$ cat config.mk
export PLATFORM = sky130hd
export DESIGN_NAME = sdhe_top
export DESIGN_NICKNAME = d
export VERILOG_FILES = /design/src/include/sdhe_pkg.sv /design/src/hw/sdhe_top.sv /design/src/hw/sdhe_hp_detect.sv
export VERILOG_INCLUDE_DIRS = /design/src /design/src/include
export SDC_FILE = /design/constraint.sdc
export NUM_CORES = 1
export LEC_CHECK = 0
export BUFFER_PORTS_ARGS = -buffer_cell sky130_fd_sc_hd__buf_2
export CORE_ASPECT_RATIO = 0.8
export CORE_MARGIN = 10
export CORE_UTILIZATION = 30
export CTS_CLUSTER_SIZE = 30
export DETAILED_ROUTE_END_ITERATION = 8
export REMOVE_ABC_BUFFERS = 1
export SLEW_MARGIN = 25
export SYNTH_ARGS = -nofsm -noshare
export SYNTH_HDL_FRONTEND = slang
export SYNTH_HIERARCHICAL = 1
export SYNTH_SLANG_ARGS = --single-unit
export TNS_END_PERCENT = 30
$ cat constraint.sdc
create_clock -name clk -period 9.73 [get_ports clk]
set_input_delay 1.4595 -clock clk [delete_from_list [all_inputs] [get_ports clk]]
set_output_delay 1.4595 -clock clk [all_outputs]
set_load 0.01 [all_outputs]
$ cat src/include/sdhe_consts.svh
`ifndef SDHE_CONSTS_SVH
`define SDHE_CONSTS_SVH

// =====================================================
// register byte addresses
`define SDHE_ADDR_W 20
`define SDHE_OFS_STATUS 20'hc4000
`define SDHE_OFS_MASK 20'hc4004
`define SDHE_OFS_IDENT 20'hc4008
`define SDHE_OFS_ENABLE 20'hc400c
`define SDHE_OFS_HP_CTL 20'hc4030
`define SDHE_OFS_ERR 20'hc4040

// =====================================================
// reset values
`define SDHE_RST_WORD 32'h0000_0000

// =====================================================
// hot-plug control field layout, per port (B=0, C=1, D=2)
`define SDHE_NUM_PORTS 3
`define SDHE_HP_STRIDE 8
`define SDHE_HP_ST_LO 0
`define SDHE_HP_DUR_LO 2
`define SDHE_HP_EN 4

// =====================================================
// status and error bit positions
`define SDHE_STAT_HP_LO 21
`define SDHE_STAT_ERR 16
`define SDHE_ERR_POISON 31
`define SDHE_ERR_UR_STRIDE 3

// =====================================================
// timing: short-pulse limits in microseconds except limit 1 in nanoseconds, clock in MHz
`define SDHE_CLK_MHZ 200
`define SDHE_T_SHORT0_US 2000
`define SDHE_T_SHORT1_NS 4500000
`define SDHE_T_SHORT2_US 6000
`define SDHE_T_SHORT3_US 100000
`define SDHE_CNT_W 25

`endif

$ cat src/include/sdhe_pkg.sv
package sdhe_pkg;

  // =====================================================
  // register access request
  typedef struct packed {
    logic wr;
    logic rd;
    logic [19:0] addr;
    logic [31:0] wdata;
  } sdhe_mmio_req_s;

  // =====================================================
  // hot-plug detector states, gray along wait-idle-low-long
  typedef enum logic [1:0] {
    HD_WAIT = 2'b10,
    HD_IDLE = 2'b00,
    HD_LOW_SHORT = 2'b01,
    HD_LOW_LONG = 2'b11
  } sdhe_hd_state_e;

endpackage

$ cat src/hw/sdhe_top.sv
// How it works
// - enabled identity bits drive the display interrupt output.
// - disabled sources still latch into identity, without raising the interrupt.
// - per-port input enable gates the hot-plug detect buffer.
// - buffer state depends only on its enable bit, not port enable.
// - two-bit field picks short limit 2, 4.5, 6 or 100 ms.
// - status low bit marks short pulse, high bit marks long pulse.
// - hot-plug status bits clear by writing one; zeros leave them.
// - each port's two status bits OR into its status input.
// - hot-plug control resets to zero, status fields to 00.
// - error bits are sticky, cleared only by writing one.
// - all error bits OR into one combined error input.
// - error bit 31 sets on a poison message.
// - error bits 6, 3, 0 set while underrun C, B, A high.
// - hot-plug D, C, B appear at status bits 23, 22, 21.
// - status bit 16 is high while any error bit is set.
// - mask bit one blocks a status bit from identity register.
`timescale 1ns/100ps
`include "sdhe_consts.svh"

module sdhe_top
  import sdhe_pkg::*;
#(
  parameter int CNT_W = `SDHE_CNT_W,
  // cycle counts from time and clock rate
  parameter int unsigned CYC_LIM0 = `SDHE_T_SHORT0_US * `SDHE_CLK_MHZ,
  parameter int unsigned CYC_LIM1 = `SDHE_T_SHORT1_NS / 1000 * `SDHE_CLK_MHZ,
  parameter int unsigned CYC_LIM2 = `SDHE_T_SHORT2_US * `SDHE_CLK_MHZ,
  parameter int unsigned CYC_LIM3 = `SDHE_T_SHORT3_US * `SDHE_CLK_MHZ
)
(
  input wire logic clk,
  input wire logic nrst,
  input wire sdhe_mmio_req_s mmio_req,
  output logic [31:0] mmio_rdata,
  output logic mmio_rvalid,
  input wire logic [2:0] hp_pin,
  input wire logic [31:0] other_status,
  input wire logic poison_msg,
  input wire logic [2:0] fifo_underrun,
  output logic display_irq
);

  localparam int NP = `SDHE_NUM_PORTS;

  logic rst_s1;
  logic rst_n;
  logic [31:0] irq_enable;
  logic [31:0] irq_report_mask;
  logic [31:0] irq_identity_latch;
  logic [31:0] irq_live_status;
  logic [31:0] prev_status;
  logic [31:0] error_irq_sticky;
  logic [31:0] err_set;
  logic [31:0] hot_plug_control;
  logic [NP-1:0] hp_en;
  logic [1:0] hp_dur [NP];
  logic [1:0] hp_st [NP];
  logic [NP-1:0] short_evt;
  logic [NP-1:0] long_evt;
  logic wr_mask;
  logic wr_ident;
  logic wr_enable;
  logic wr_hp;
  logic wr_err;

  // =====================================================
  // reset release
  always_ff @(posedge clk or negedge nrst)
  begin
    if (!nrst)
    begin
      rst_s1 <= 1'b0;
      rst_n <= 1'b0;
    end
    else
    begin
      rst_s1 <= 1'b1;
      rst_n <= rst_s1;
    end
  end

  // =====================================================
  // write decode
  assign wr_mask = mmio_req.wr && (mmio_req.addr == `SDHE_OFS_MASK);
  assign wr_ident = mmio_req.wr && (mmio_req.addr == `SDHE_OFS_IDENT);
  assign wr_enable = mmio_req.wr && (mmio_req.addr == `SDHE_OFS_ENABLE);
  assign wr_hp = mmio_req.wr && (mmio_req.addr == `SDHE_OFS_HP_CTL);
  assign wr_err = mmio_req.wr && (mmio_req.addr == `SDHE_OFS_ERR);

  function automatic logic [CNT_W-1:0] lim_of(input logic [1:0] dur);
    logic [CNT_W-1:0] r;
    r = CNT_W'(CYC_LIM0);
    case (dur)
      2'h1: r = CNT_W'(CYC_LIM1);
      2'h2: r = CNT_W'(CYC_LIM2);
      2'h3: r = CNT_W'(CYC_LIM3);
      default: r = CNT_W'(CYC_LIM0);
    endcase
    return r;
  endfunction

  // =====================================================
  // hot-plug ports
  genvar gi;
  generate
    for (gi = 0; gi < NP; gi++)
    begin : g_port
      localparam int B = gi * `SDHE_HP_STRIDE;

      sdhe_hp_detect #(.CNT_W(CNT_W)) u_det (
        .clk(clk),
        .rst_n(rst_n),
        .pin(hp_pin[gi]),
        .input_on(hp_en[gi]),
        .limit(lim_of(hp_dur[gi])),
        .short_evt(short_evt[gi]),
        .long_evt(long_evt[gi])
      );

      always_ff @(posedge clk or negedge rst_n)
      begin
        if (!rst_n)
        begin
          hp_en[gi] <= 1'b0;
          hp_dur[gi] <= 2'h0;
        end
        else if (wr_hp)
        begin
          hp_en[gi] <= mmio_req.wdata[B + `SDHE_HP_EN];
          hp_dur[gi] <= mmio_req.wdata[B + `SDHE_HP_DUR_LO +: 2];
        end
      end

      // short in low bit, long in high bit
      // write one clears, a new event wins
      always_ff @(posedge clk or negedge rst_n)
      begin
        if (!rst_n)
          hp_st[gi] <= 2'h0;
        else
          hp_st[gi] <= (hp_st[gi] & ~(wr_hp ? mmio_req.wdata[B + `SDHE_HP_ST_LO +: 2] : 2'h0))
                       | {long_evt[gi], short_evt[gi]};
      end

      // status bits OR into live status
      assign irq_live_status[`SDHE_STAT_HP_LO + gi] = |hp_st[gi];

      // underrun sets bits 0, 3, 6
      assign err_set[gi * `SDHE_ERR_UR_STRIDE] = fifo_underrun[gi];
      assign err_set[gi * `SDHE_ERR_UR_STRIDE + 1] = 1'b0;
      assign err_set[gi * `SDHE_ERR_UR_STRIDE + 2] = 1'b0;

      assign hot_plug_control[B +: `SDHE_HP_STRIDE] =
        {3'h0, hp_en[gi], hp_dur[gi], hp_st[gi]};
    end
  endgenerate

  assign hot_plug_control[31:NP * `SDHE_HP_STRIDE] = '0;

  assign err_set[31:NP * `SDHE_ERR_UR_STRIDE] =
    {poison_msg, {(31 - NP * `SDHE_ERR_UR_STRIDE){1'b0}}};

  // =====================================================
  // live status assembly; other sources come from neighbouring logic
  assign irq_live_status[31:`SDHE_STAT_HP_LO + NP] = other_status[31:`SDHE_STAT_HP_LO + NP];
  assign irq_live_status[`SDHE_STAT_HP_LO - 1:`SDHE_STAT_ERR + 1] =
    other_status[`SDHE_STAT_HP_LO - 1:`SDHE_STAT_ERR + 1];
  assign irq_live_status[`SDHE_STAT_ERR] = |error_irq_sticky;
  assign irq_live_status[`SDHE_STAT_ERR - 1:0] = other_status[`SDHE_STAT_ERR - 1:0];

  // =====================================================
  // error collector
  // sticky, write one clears, set wins
  always_ff @(posedge clk or negedge rst_n)
  begin
    if (!rst_n)
      error_irq_sticky <= `SDHE_RST_WORD;
    else
      error_irq_sticky <= (error_irq_sticky & ~(wr_err ? mmio_req.wdata : 32'h0)) | err_set;
  end

  // =====================================================
  // mask, enable and identity
  always_ff @(posedge clk or negedge rst_n)
  begin
    if (!rst_n)
    begin
      irq_report_mask <= `SDHE_RST_WORD;
      irq_enable <= `SDHE_RST_WORD;
    end
    else
    begin
      if (wr_mask)
        irq_report_mask <= mmio_req.wdata;
      if (wr_enable)
        irq_enable <= mmio_req.wdata;
    end
  end

  // rising edge only, so a level still high after a clear does not refire
  // mask one blocks identity
  always_ff @(posedge clk or negedge rst_n)
  begin
    if (!rst_n)
    begin
      prev_status <= `SDHE_RST_WORD;
      irq_identity_latch <= `SDHE_RST_WORD;
    end
    else
    begin
      prev_status <= irq_live_status;
      irq_identity_latch <= (irq_identity_latch & ~(wr_ident ? mmio_req.wdata : 32'h0))
                            | (irq_live_status & ~prev_status & ~irq_report_mask);
    end
  end

  always_ff @(posedge clk or negedge rst_n)
  begin
    if (!rst_n)
      display_irq <= 1'b0;
    else
      display_irq <= |(irq_identity_latch & irq_enable);
  end

  // =====================================================
  // read port; unmapped reads return zero
  always_ff @(posedge clk or negedge rst_n)
  begin
    if (!rst_n)
    begin
      mmio_rdata <= `SDHE_RST_WORD;
      mmio_rvalid <= 1'b0;
    end
    else
    begin
      mmio_rvalid <= mmio_req.rd;
      if (mmio_req.rd)
      begin
        case (mmio_req.addr)
          `SDHE_OFS_STATUS: mmio_rdata <= irq_live_status;
          `SDHE_OFS_MASK: mmio_rdata <= irq_report_mask;
          `SDHE_OFS_IDENT: mmio_rdata <= irq_identity_latch;
          `SDHE_OFS_ENABLE: mmio_rdata <= irq_enable;
          `SDHE_OFS_HP_CTL: mmio_rdata <= hot_plug_control;
          `SDHE_OFS_ERR: mmio_rdata <= error_irq_sticky;
          default: mmio_rdata <= `SDHE_RST_WORD;
        endcase
      end
    end
  end

endmodule

$ cat src/hw/sdhe_hp_detect.sv
`timescale 1ns/100ps
`include "sdhe_consts.svh"

module sdhe_hp_detect
  import sdhe_pkg::*;
#(
  parameter int CNT_W = `SDHE_CNT_W
)
(
  input wire logic clk,
  input wire logic rst_n,
  input wire logic pin,
  input wire logic input_on,
  input wire logic [CNT_W-1:0] limit,
  output logic short_evt,
  output logic long_evt
);

  logic pin_s1;
  logic pin_s2;
  sdhe_hd_state_e state;
  logic [CNT_W-1:0] cnt;

  // =====================================================
  // pin synchroniser
  // two-flop sync
  always_ff @(posedge clk or negedge rst_n)
  begin
    if (!rst_n)
    begin
      pin_s1 <= 1'b0;
      pin_s2 <= 1'b0;
    end
    else
    begin
      pin_s1 <= pin;
      pin_s2 <= pin_s1;
    end
  end

  // =====================================================
  // pulse classifier
  // a fresh enable waits for a high level so a missing monitor gives no false unplug
  always_ff @(posedge clk or negedge rst_n)
  begin
    if (!rst_n)
    begin
      state <= HD_WAIT;
      cnt <= '0;
      short_evt <= 1'b0;
      long_evt <= 1'b0;
    end
    else
    begin
      short_evt <= 1'b0;
      long_evt <= 1'b0;
      if (!input_on)
      begin
        state <= HD_WAIT;
        cnt <= '0;
      end
      else
      begin
        case (state)
          HD_WAIT:
          begin
            if (pin_s2)
              state <= HD_IDLE;
          end
          HD_IDLE:
          begin
            if (!pin_s2)
            begin
              state <= HD_LOW_SHORT;
              cnt <= {{(CNT_W-1){1'b0}}, 1'b1};
            end
          end
          HD_LOW_SHORT:
          begin
            if (pin_s2)
            begin
              short_evt <= 1'b1;
              state <= HD_IDLE;
            end
            else if (cnt >= limit)
            begin
              long_evt <= 1'b1;
              state <= HD_LOW_LONG;
            end
            else
              cnt <= cnt + 1'b1;
          end
          HD_LOW_LONG:
          begin
            if (pin_s2)
            begin
              long_evt <= 1'b1;
              state <= HD_IDLE;
            end
          end
          default:
            state <= HD_WAIT;
        endcase
      end
    end
  end

endmodule

## After elaboration in Yosys (flattened, before gate mapping)

Index checks and enable logic that the tools add are counted.

- Equal/unequal tests: 42
- $lt $le $gt $ge: 3
- Muxes and demuxes: 63
- Add/subtract/negate cells: 3
- Multipliers: 0
- Bitwise gates (word level): 20
- Div/mod/pow operators: 0
- Shift operators: 0
- Reduce and logical (&&, ||, !) cells: 22

Operators by type and width:

| cell | number |
|---|---|
| two-way mux 25 bit | 12 |
| case mux 25 bit (3 select lines) | 3 |
| case mux 32 bit (6 select lines) | 1 |
| bitwise AND 32 bit | 5 |
| case mux 25 bit (2 select lines) | 3 |
| NOT 32 bit | 4 |
| == test 20 bit (second input constant) | 6 |
| adder 25 x 1 -> 25 bit (second input constant) | 3 |
| >= comparator 25 bit | 3 |
| two-way mux 32 bit | 2 |
| OR 32 bit | 2 |
| OR reduction 32 bit | 2 |
| two-way mux 2 bit | 18 |
| inequality test 3 bit (second input constant) | 9 |
| == test 2 bit (second input constant) | 12 |
| two-way mux 1 bit | 18 |
| case mux 2 bit (3 select lines) | 3 |
| == test 2 x 1 -> 1 bit (second input constant) | 6 |
| inequality test 4 x 2 -> 1 bit (second input constant) | 3 |
| AND reduction 4 bit | 3 |
| OR reduction 2 bit | 6 |
| inequality test 3 x 1 -> 1 bit (second input constant) | 3 |
| inequality test 3 x 2 -> 1 bit (second input constant) | 3 |
| AND reduction 3 bit | 3 |
| other kinds (6) | 20 |

- Output and inout bits: 34
- Register bits after elaboration: 304
- Memory bits (writable): 0
- Input port bits: 95
- Bits in read-only memories: 0
- Memories: 0
- Logic and storage cells: 190
- Bits in latches: 0

## Longest topological paths before layout

Gate-level depths: netlist of run 1.

- Word-level depth: 7
- Depth in mapped cells: 12
- Gate-level depth less buffers: 10

## Modules after synthesis

Netlist of run 1, hierarchy kept.

By module, submodules not included:

| module | seq. area each (µm²) | cells each | area each (µm²) | times used |
|---|---|---|---|---|
| sdhe_top | 5280.1 | 828 | 9571.7 | 1 |
| sdhe_hp_detect | 777.0 | 282 | 2321.0 | 3 |

## Worst setup path before layout of run 1

No wires, ideal clock.

- Path type: in2reg
- Start: input mmio_req[33] (netlist bit)
- End: register irq_report_mask[10]
- Stages on the path: 6
- Required time: 9.602 ns
- Setup slack: 6.306 ns
- Data arrival time: 3.296 ns
- Library setup time: 0.128 ns
- Path buffers: 2
- Cell sequence: or4_1 -> nor4_4 -> and4b_1 -> buf_2 -> buf_4 -> mux2_1

- Longest elaborated chain between the ends: 2

RTL lines:

| item | line | source |
|---|---|---|
| start, declared | sdhe_top.sv:34 | `input wire sdhe_mmio_req_s mmio_req,` |
| == test 20 bit | -- |  |
| logical AND 1 bit | sdhe_top.sv:85 | `` assign wr_mask = mmio_req.wr && (mmio_req.addr == `SDHE_OFS_MASK); `` |
| end signal, assigned | sdhe_top.sv:189 | `` irq_report_mask <= `SDHE_RST_WORD; `` |
| end signal, assigned | sdhe_top.sv:195 | `irq_report_mask <= mmio_req.wdata;` |
| end, declared | sdhe_top.sv:49 | `logic [31:0] irq_report_mask;` |

Every way passes these cells.
A chain may end at the register's enable or synchronous reset.

## Worst setup path after layout of run 1

- Start: input mmio_req[33] (netlist bit)
- End: register irq_enable[1]

- Longest elaborated chain between the ends: 2

RTL lines:

| item | line | source |
|---|---|---|
| == test 20 bit | -- |  |
| logical AND 1 bit | sdhe_top.sv:87 | `` assign wr_enable = mmio_req.wr && (mmio_req.addr == `SDHE_OFS_ENABLE); `` |
| end signal, assigned | sdhe_top.sv:190 | `` irq_enable <= `SDHE_RST_WORD; `` |
| end signal, assigned | sdhe_top.sv:197 | `irq_enable <= mmio_req.wdata;` |
| end, declared | sdhe_top.sv:48 | `logic [31:0] irq_enable;` |

Every way passes these cells.

==> results of run 1 <==
logic make-up (layout without fill, tap and decap cells):
group	Yosys count	after routing	synth area share (%)
buffers and inverters	204	324	4.79
adder cells (fa/ha/maj)	78	78	5.90
AO/OA/AOI/OAI	400	400	16.7
other	2	30	0.0454
multiplexers	120	120	8.17
flip-flops	304	304	46.0
AND/OR/NAND/NOR	566	566	18.3
worst max-delay path by stage:
stage | endpoint | slack [ps] | start | depth (start not counted)
after floorplan | irq_enable[5] | 310 | mmio_req[44] | 4
after global placement | irq_enable[27] | 4690 | mmio_req[33] | 7
after detailed placement | irq_enable[14] | 4620 | mmio_req[33] | 7
after CTS | irq_enable[1] | 5180 | mmio_req[33] | 7
after global routing | irq_enable[1] | 5530 | mmio_req[33] | 8
final | irq_enable[1] | 5630 | mmio_req[33] | 8
cell type report:
cell class,count,area (µm²)
fill,5447,35000
multi-input combinational,1192,8270
sequential,304,7610
clock buffer,48,983
tap,702,878
timing repair buffer,154,857
inverter,111,417
clock inverter,11,176
antenna,2,5.00
metal layers:
layer  track usage (%)  share of wire [%]  vias up  routed length (µm)
met5                 0               0.17        -                  89
met4              3.97                2.0       12                1020
met3              3.70                9.2       83                4800
met2              22.6                 42      549               22000
met1              23.1                 47     7036               24400
li1                  -                  -     6435                   -
power breakdown:
part           switching [mW]  total (mW)  internal (mW)
Clock                   0.536        1.35          0.813
Sequential             0.0152        1.30           1.28
Combinational           0.103       0.157         0.0541
placed cells by master, fill, tap and decap left out, types with 34 or more instances in the layout:
| cell type | instances |
|---|---|
| sky130_fd_sc_hd__nor2_1 | 94 |
| sky130_fd_sc_hd__a22o_1 | 69 |
| sky130_fd_sc_hd__a21oi_1 | 40 |
| sky130_fd_sc_hd__a31oi_1 | 52 |
| sky130_fd_sc_hd__buf_2 | 124 |
| sky130_fd_sc_hd__inv_1 | 111 |
| sky130_fd_sc_hd__nand3_1 | 126 |
| sky130_fd_sc_hd__nand2_1 | 90 |
| sky130_fd_sc_hd__and2_1 | 35 |
| sky130_fd_sc_hd__nand4_1 | 88 |
| sky130_fd_sc_hd__clkbuf_16 | 34 |
| sky130_fd_sc_hd__ha_1 | 78 |
| sky130_fd_sc_hd__dfrtp_1 | 300 |
| sky130_fd_sc_hd__mux2_2 | 89 |
| sky130_fd_sc_hd__o21ai_0 | 81 |
metrics by stage:
stage / instance area [µm²] / utilization, %
finish: 19200 / 35.4
global route: 19200 / 35.4
CTS: 19200 / 35.4
detailed placement: 18000 / 33.2
global placement: 18000 / 33.2
floorplan: 16300 / -
sequential cells by signal, summed over array words and instances (netlist names):
| signal | flops |
|---|---|
| rst_s1 | 1 |
| g_port.u_det/state | 6 |
| display_irq | 1 |
| error_irq_sticky | 32 |
| irq_report_mask | 32 |
| hot_plug_control | 15 |
| g_port.u_det/pin_s2 | 3 |
| g_port.u_det/pin_s1 | 3 |
| rst_n | 1 |
| g_port.u_det/short_evt | 3 |
| g_port.u_det/long_evt | 3 |
| mmio_rvalid | 1 |
| g_port.u_det/cnt | 75 |
| mmio_rdata | 32 |
| irq_identity_latch | 32 |
| prev_status | 32 |
| irq_enable | 32 |
==> load_flow_metrics.sql, run 1 <==
INSERT INTO impl_metrics (metric_group, metric, value, unit) VALUES
('critical_path', 'critPathLaunchType', 'input pin', ''),
('critical_path', 'cell_family_with_most_cp_delay', 'simple AND/OR/NAND/NOR gates', ''),
('clock_tree', 'cts.repair_timing.setup_buffer_count', '0', ''),
('timing', 'maxClockFrequency', '244', 'MHz'),
('timing', 'timing.clock.skew', '23.7', 'ps'),
('clock_tree', 'clock_insertion_delay_worst_skew', '540', 'ps'),
('die', 'die-area', '0.0650', 'mm²'),
('placed_design', 'routabilityCongestion', '0.862', ''),
('timing', 'finalHoldWorstSlack', '343', 'ps'),
('power_and_ir_drop', 'power_density', '146', 'mW/mm²'),
('timing', 'final-hold-violation-count', '0', ''),
('critical_path', 'timing.reg2reg.worst_path_depth', '10', ''),
('clock_tree', 'tritoncts_buffer_count', '34', ''),
('critical_path', 'worst_setup_ep_type', 'flop', ''),
('synth', 'yosysUniqueCellTypes', '58', ''),
('synth', 'post-synth-top-area-fraction', '45.6', '%'),
('power_and_ir_drop', 'power', '2.80', 'mW'),
('detailed_routing', 'number_of_search_and_repair_iterations_in_the_first_detailed_routing_pass', '5', ''),
('timing', 'final.min_clock_period', '4100', 'ps'),
('finish', 'fin_cells', '2524', ''),
('timing', 'unrepaired_setup_endpoints_after_global_routing', 'no', ''),
('synth', 'synth-seq-cells', '304', ''),
('clock_tree', 'cts.clk_slew.worst_paths', '60', 'ps'),
('global_routing', 'gr-usage-all-layers', '15.7', '%'),
('placed_design', 'number_of_input_and_output_port_buffers_inserted', '124', ''),
('detailed_routing', 'dr_total_vias', '14100', ''),
('clock_tree', 'cts_tree', 'yes', ''),
('detailed_routing', 'remaining_drc_errors', '0', ''),
('die', 'io_pins', '129', ''),
('clock_tree', 'post_cts_hold_buffer_count', '0', ''),
('detailed_routing', 'routed_wirelength', '52200', 'µm'),
('die', 'initial_utilization', '30.5', '%'),
('critical_path', 'reg2reg_from', 'hot_plug_control[10]', ''),
('timing', 'maxSlewViolCount', '0', ''),
('die', 'design.core.area', '0.0542', 'mm²'),
('clock_tree', 'h_tree_levels', '2', ''),
('die', 'die_x', '282', 'µm'),
('finish', 'final_layout_size_suffix_gt1_share', '17.6', '%'),
('power_and_ir_drop', 'cellLeakagePower', '8.29', 'nW'),
('synth', 'postSynth.topFlopCell', 'sky130_fd_sc_hd__dfrtp_1', ''),
('timing', 'worst_pin_slew', '1010', 'ps'),
('critical_path', 'crit_path_max_incr_delay', '610', 'ps'),
('detailed_routing', 'drt_first_iter_violations', '1206', ''),
('critical_path', 'criticalPathCategory', 'in2reg', ''),
('timing', 'final_setup_vio_count', '0', ''),
('critical_path', 'regToRegEndpoint', 'g_port[1].u_det/cnt[2]', ''),
('finish', 'num-nets-final', '1970', ''),
('detailed_routing', 'wire_per_inst', '20.7', 'µm'),
('critical_path', 'timing.critical_path.arrival', '4500', 'ps'),
('synth', 'yosysSeqAreaShare', '46.0', '%'),
('global_routing', 'wire_length_of_the_first_global_routing_pass', '82000', 'µm'),
('job', 'cap_viol_max_count', '0', ''),
('critical_path', 'critical_path_cell_by_cell', 'buf_2, or4_1, nor4_4, buf_4, nand4_1, buf_8, buf_4, mux2_2', ''),
('critical_path', 'path_common_cell', 'sky130_fd_sc_hd__buf_4', ''),
('die', 'height_of_the_die', '230', 'µm'),
('timing', 'relSlewSlack', '33.0', '%'),
('detailed_routing', 'post_drt_via_cell_ratio', '5.59', ''),
('synth', 'synth_largest_area_cell', 'sky130_fd_sc_hd__dfrtp_1', ''),
('min_path', 'hp-class', 'reg2async', ''),
('critical_path', 'r2r_slack', '6060', 'ps'),
('timing', 'tns', '0', 'ps'),
('die', 'placement_rows', '76', ''),
('synth', 'mappedNetlistArea', '0.0165', 'mm²'),
('timing', 'setup_ws', '5630', 'ps'),
('clock_tree', 'maximum_count_of_clock_buffers_along_a_single_path', '3', ''),
('placed_design', 'dp_hpwl', '35600', 'µm'),
('global_routing', 'overflow', '0', ''),
('outcome', 'result_of_the_run', 'finished, final reports clean', ''),
('clock_tree', 'post_cts_resize_count', '0', ''),
('synth', 'synth_async_sr_flop_share', '100', '%'),
('critical_path', 'crit_path_max_fanout', '45', '');
No activity file was read; power rests on OpenSTA's default activity.
==> run 2: changes to the inputs <==
==> constraint.sdc (replaced) <==
create_clock -name clk -period 4.1 [get_ports clk]
set_input_delay 0.615 -clock clk [delete_from_list [all_inputs] [get_ports clk]]
set_output_delay 0.615 -clock clk [all_outputs]
set_load 0.01 [all_outputs]
==> run 2 against run 1 <==
Net effect: hold slack worse by 150 ps; non-clock buffer count up 13; highest routed layer unchanged; cell area increased by 0.50%; utilization is 0.18 points higher.
==> load_flow_metrics.sql, run 2 (synthesized netlist as in run 1, its figures left out) <==
INSERT INTO impl_metrics (metric_group, metric, value, unit) VALUES
('job', 'cap_viol_max_count', '0', ''),
('global_routing', 'overflow', '0', ''),
('clock_tree', 'clock_insertion_delay_worst_skew', '530', 'ps'),
('timing', 'final_setup_vio_count', '0', ''),
('critical_path', 'required_time_worst_endpoint', '4560', 'ps'),
('global_routing', 'global_route.usage.met3', '4.48', '%'),
('critical_path', 'crit_path_max_fanout', '29', ''),
('power_and_ir_drop', 'internal-power', '5.01', 'mW'),
('global_routing', 'wire_length_of_the_first_global_routing_pass', '81200', 'µm'),
('finish', 'commonest_non_fill_non_tap_cells_in_the_layout', 'sky130_fd_sc_hd__dfrtp_1 (300), sky130_fd_sc_hd__nand3_1 (126), sky130_fd_sc_hd__buf_2 (124), sky130_fd_sc_hd__inv_1 (111), sky130_fd_sc_hd__nor2_1 (94)', ''),
('clock_tree', 'cts_num_sinks', '304', ''),
('power_and_ir_drop', 'cellLeakagePower', '8.35', 'nW'),
('die', 'height_of_the_die', '230', 'µm'),
('timing', 'final.min_clock_period', '3630', 'ps'),
('die', 'initial_utilization', '30.5', '%'),
('finish', 'sequential_cell_area', '0.00761', 'mm²'),
('critical_path', 'criticalPathCategory', 'reg2reg', ''),
('timing', 'timing.clock.skew', '18.6', 'ps'),
('power_and_ir_drop', 'combinational_power_share', '5.9', '%'),
('finish', 'num-nets-final', '1983', ''),
('timing', 'relSlewSlack', '33.7', '%'),
('detailed_routing', 'final_antenna_net_count', '0', ''),
('power_and_ir_drop', 'switching_share', '23.9', '%'),
('timing', 'maxSlewViolCount', '0', ''),
('clock_tree', 'maximum_count_of_clock_buffers_along_a_single_path', '3', ''),
('detailed_routing', 'remaining_drc_errors', '0', ''),
('die', 'placement_rows', '76', ''),
('finish', 'fillerInstances', '5408', ''),
('finish', 'multiInputGateArea', '0.00825', 'mm²'),
('min_path', 'hp-class', 'in2reg', ''),
('global_routing', 'antenna_violations_before_repair', '13', ''),
('clock_tree', 'tritoncts_buffer_count', '34', ''),
('global_routing', 'grt_max_degree', '144', ''),
('detailed_routing', 'post_drt_via_cell_ratio', '5.58', ''),
('clock_tree', 'h_tree_levels', '2', ''),
('timing', 'maxClockFrequency', '276', 'MHz'),
('finish', 'final_layout_size_suffix_gt1_share', '18.0', '%'),
('clock_tree', 'cts.clk_slew.worst_paths', '60', 'ps'),
('power_and_ir_drop', 'power_density', '341', 'mW/mm²'),
('global_routing', 'grt_use_met2', '22.6', '%'),
('detailed_routing', 'dr_total_vias', '14200', ''),
('critical_path', 'timing.critical_path.arrival', '4090', 'ps'),
('global_routing', 'gr-max-usage-layer', 'met1', ''),
('die', 'design.core.area', '0.0542', 'mm²'),
('die', 'io_pins', '129', ''),
('power_and_ir_drop', 'seq_power_share', '46.6', '%'),
('global_routing', 'gr-usage-all-layers', '15.8', '%'),
('detailed_routing', 'drt_first_iter_violations', '1060', ''),
('die', 'die_x', '282', 'µm'),
('detailed_routing', 'number_of_search_and_repair_iterations_in_the_first_detailed_routing_pass', '5', ''),
('finish', 'syn_to_final_growth', '16.7', '%'),
('critical_path', 'worst_setup_ep_type', 'flop', ''),
('finish', 'register_with_the_most_flip_flops', 'g_port.u_det/cnt', ''),
('finish', 'post-route-cell-area', '0.0193', 'mm²'),
('placed_design', 'number_of_input_and_output_port_buffers_inserted', '124', ''),
('detailed_routing', 'routed_wirelength', '52500', 'µm'),
('detailed_routing', 'wire_per_inst', '20.7', 'µm'),
('timing', 'tns', '0', 'ps'),
('timing', 'unrepaired_setup_endpoints_after_global_routing', 'no', ''),
('finish', 'final_common_cell', 'sky130_fd_sc_hd__dfrtp_1', ''),
('placed_design', 'dp_hpwl', '36400', 'µm'),
('critical_path', 'r2r_slack', '470', 'ps'),
('power_and_ir_drop', 'clock_power_share', '47.5', '%'),
('outcome', 'result_of_the_run', 'finished, final reports clean', ''),
('global_routing', 'vias_in_the_first_global_route', '13700', ''),
('timing', 'layout_worst_path_cycle_share', '88.5', '%'),
('clock_tree', 'cts_root_buffer', 'sky130_fd_sc_hd__clkbuf_16', ''),
('power_and_ir_drop', 'total_switching_power', '1.57', 'mW'),
('timing', 'final-hold-violation-count', '0', ''),
('clock_tree', 'post_cts_resize_count', '0', ''),
('global_routing', 'grt_use_met1', '22.6', '%'),
('die', 'die-area', '0.0650', 'mm²'),
('finish', 'flip_flop_count_of_the_largest_register_all_copies_and_words_added', '75', ''),
('clock_tree', 'cts_tree', 'yes', ''),
('timing', 'worst_pin_slew', '994', 'ps'),
('placed_design', 'routabilityCongestion', '0.856', ''),
('power_and_ir_drop', 'max-vdd-ir-drop', '0.213', 'mV'),
('clock_tree', 'cts.repair_timing.setup_buffer_count', '0', ''),
('placed_design', 'dpl_cell_area', '0.0182', 'mm²'),
('critical_path', 'critPathLaunchType', 'flop', '');
## run 2: power groups by stage
stage | clock [mW] | combinational, mW | sequential [mW]
after floorplan | 0 | 0.125 | 3.17
after global placement | 0 | 0.383 | 3.12
after detailed placement | 0 | 0.389 | 3.12
after CTS | 3.19 | 0.391 | 3.07
after global routing | 3.30 | 0.428 | 3.07
final | 3.12 | 0.388 | 3.07
## run 2: area by class of cell
class / count / share of cell area, %
clock inverters: 14 / 0.830
clock buffers: 45 / 4.94
multi-input cells: 1192 / 42.8
inverters: 111 / 2.16
repair buffers: 167 / 5.23
diodes: 4 / 0.0519
well taps: 702 / 4.55
flip-flops and latches: 304 / 39.5
## run 2: timing repair
action                     in CTS  in global routing
hold endpoints to repair        2                  0
setup endpoints to repair       0                  0
hold buffers                    1                  0
## run 2: worst paths after layout
| check | to | start | depth (start not counted) |
|---|---|---|---|
| max in group asynchronous | g_port[2].u_det/cnt[8] | rst_n | 1 |
| max | g_port[0].u_det/cnt[3] | hot_plug_control[2] | 10 |
| min reg2reg | rst_n | rst_s1 | 0 |
| min | g_port[0].u_det/pin_s1 | hp_pin[0] | 1 |
| min in group asynchronous | irq_enable[27] | rst_n | 1 |
| max reg2reg | g_port[0].u_det/cnt[3] | hot_plug_control[2] | 10 |
## run 2: worst max-delay path, cell delays in order, from the launching register on
cell and delay, ps:
sky130_fd_sc_hd__dfrtp_1 490, sky130_fd_sc_hd__inv_1 120, sky130_fd_sc_hd__nor2_1 200, sky130_fd_sc_hd__inv_1 80, sky130_fd_sc_hd__ha_1 320, sky130_fd_sc_hd__nand4_1 170
sky130_fd_sc_hd__nor3_1 80, sky130_fd_sc_hd__a221o_1 350, sky130_fd_sc_hd__or4_1 980, sky130_fd_sc_hd__or4_1 660, sky130_fd_sc_hd__nand3_1 100
## run 2: layer usage
layer	share of wire [%]	routed length (µm)
met5	0.093	49
met4	2.0	1040
met3	9.2	4820
met2	42	22300
met1	46	24300
## run 2: metrics by stage
stage	hold WS (ps)	power, mW	std cells	setup slack [ps]	utilization (%)
global placement	332	3.51	2475	594	33.5
global route	174	6.80	2538	248	35.6
detailed placement	337	3.51	2475	538	33.5
CTS	167	6.65	2535	507	35.6
finish	192	6.58	2539	473	35.6
floorplan	319	3.29	1607	-4990	-
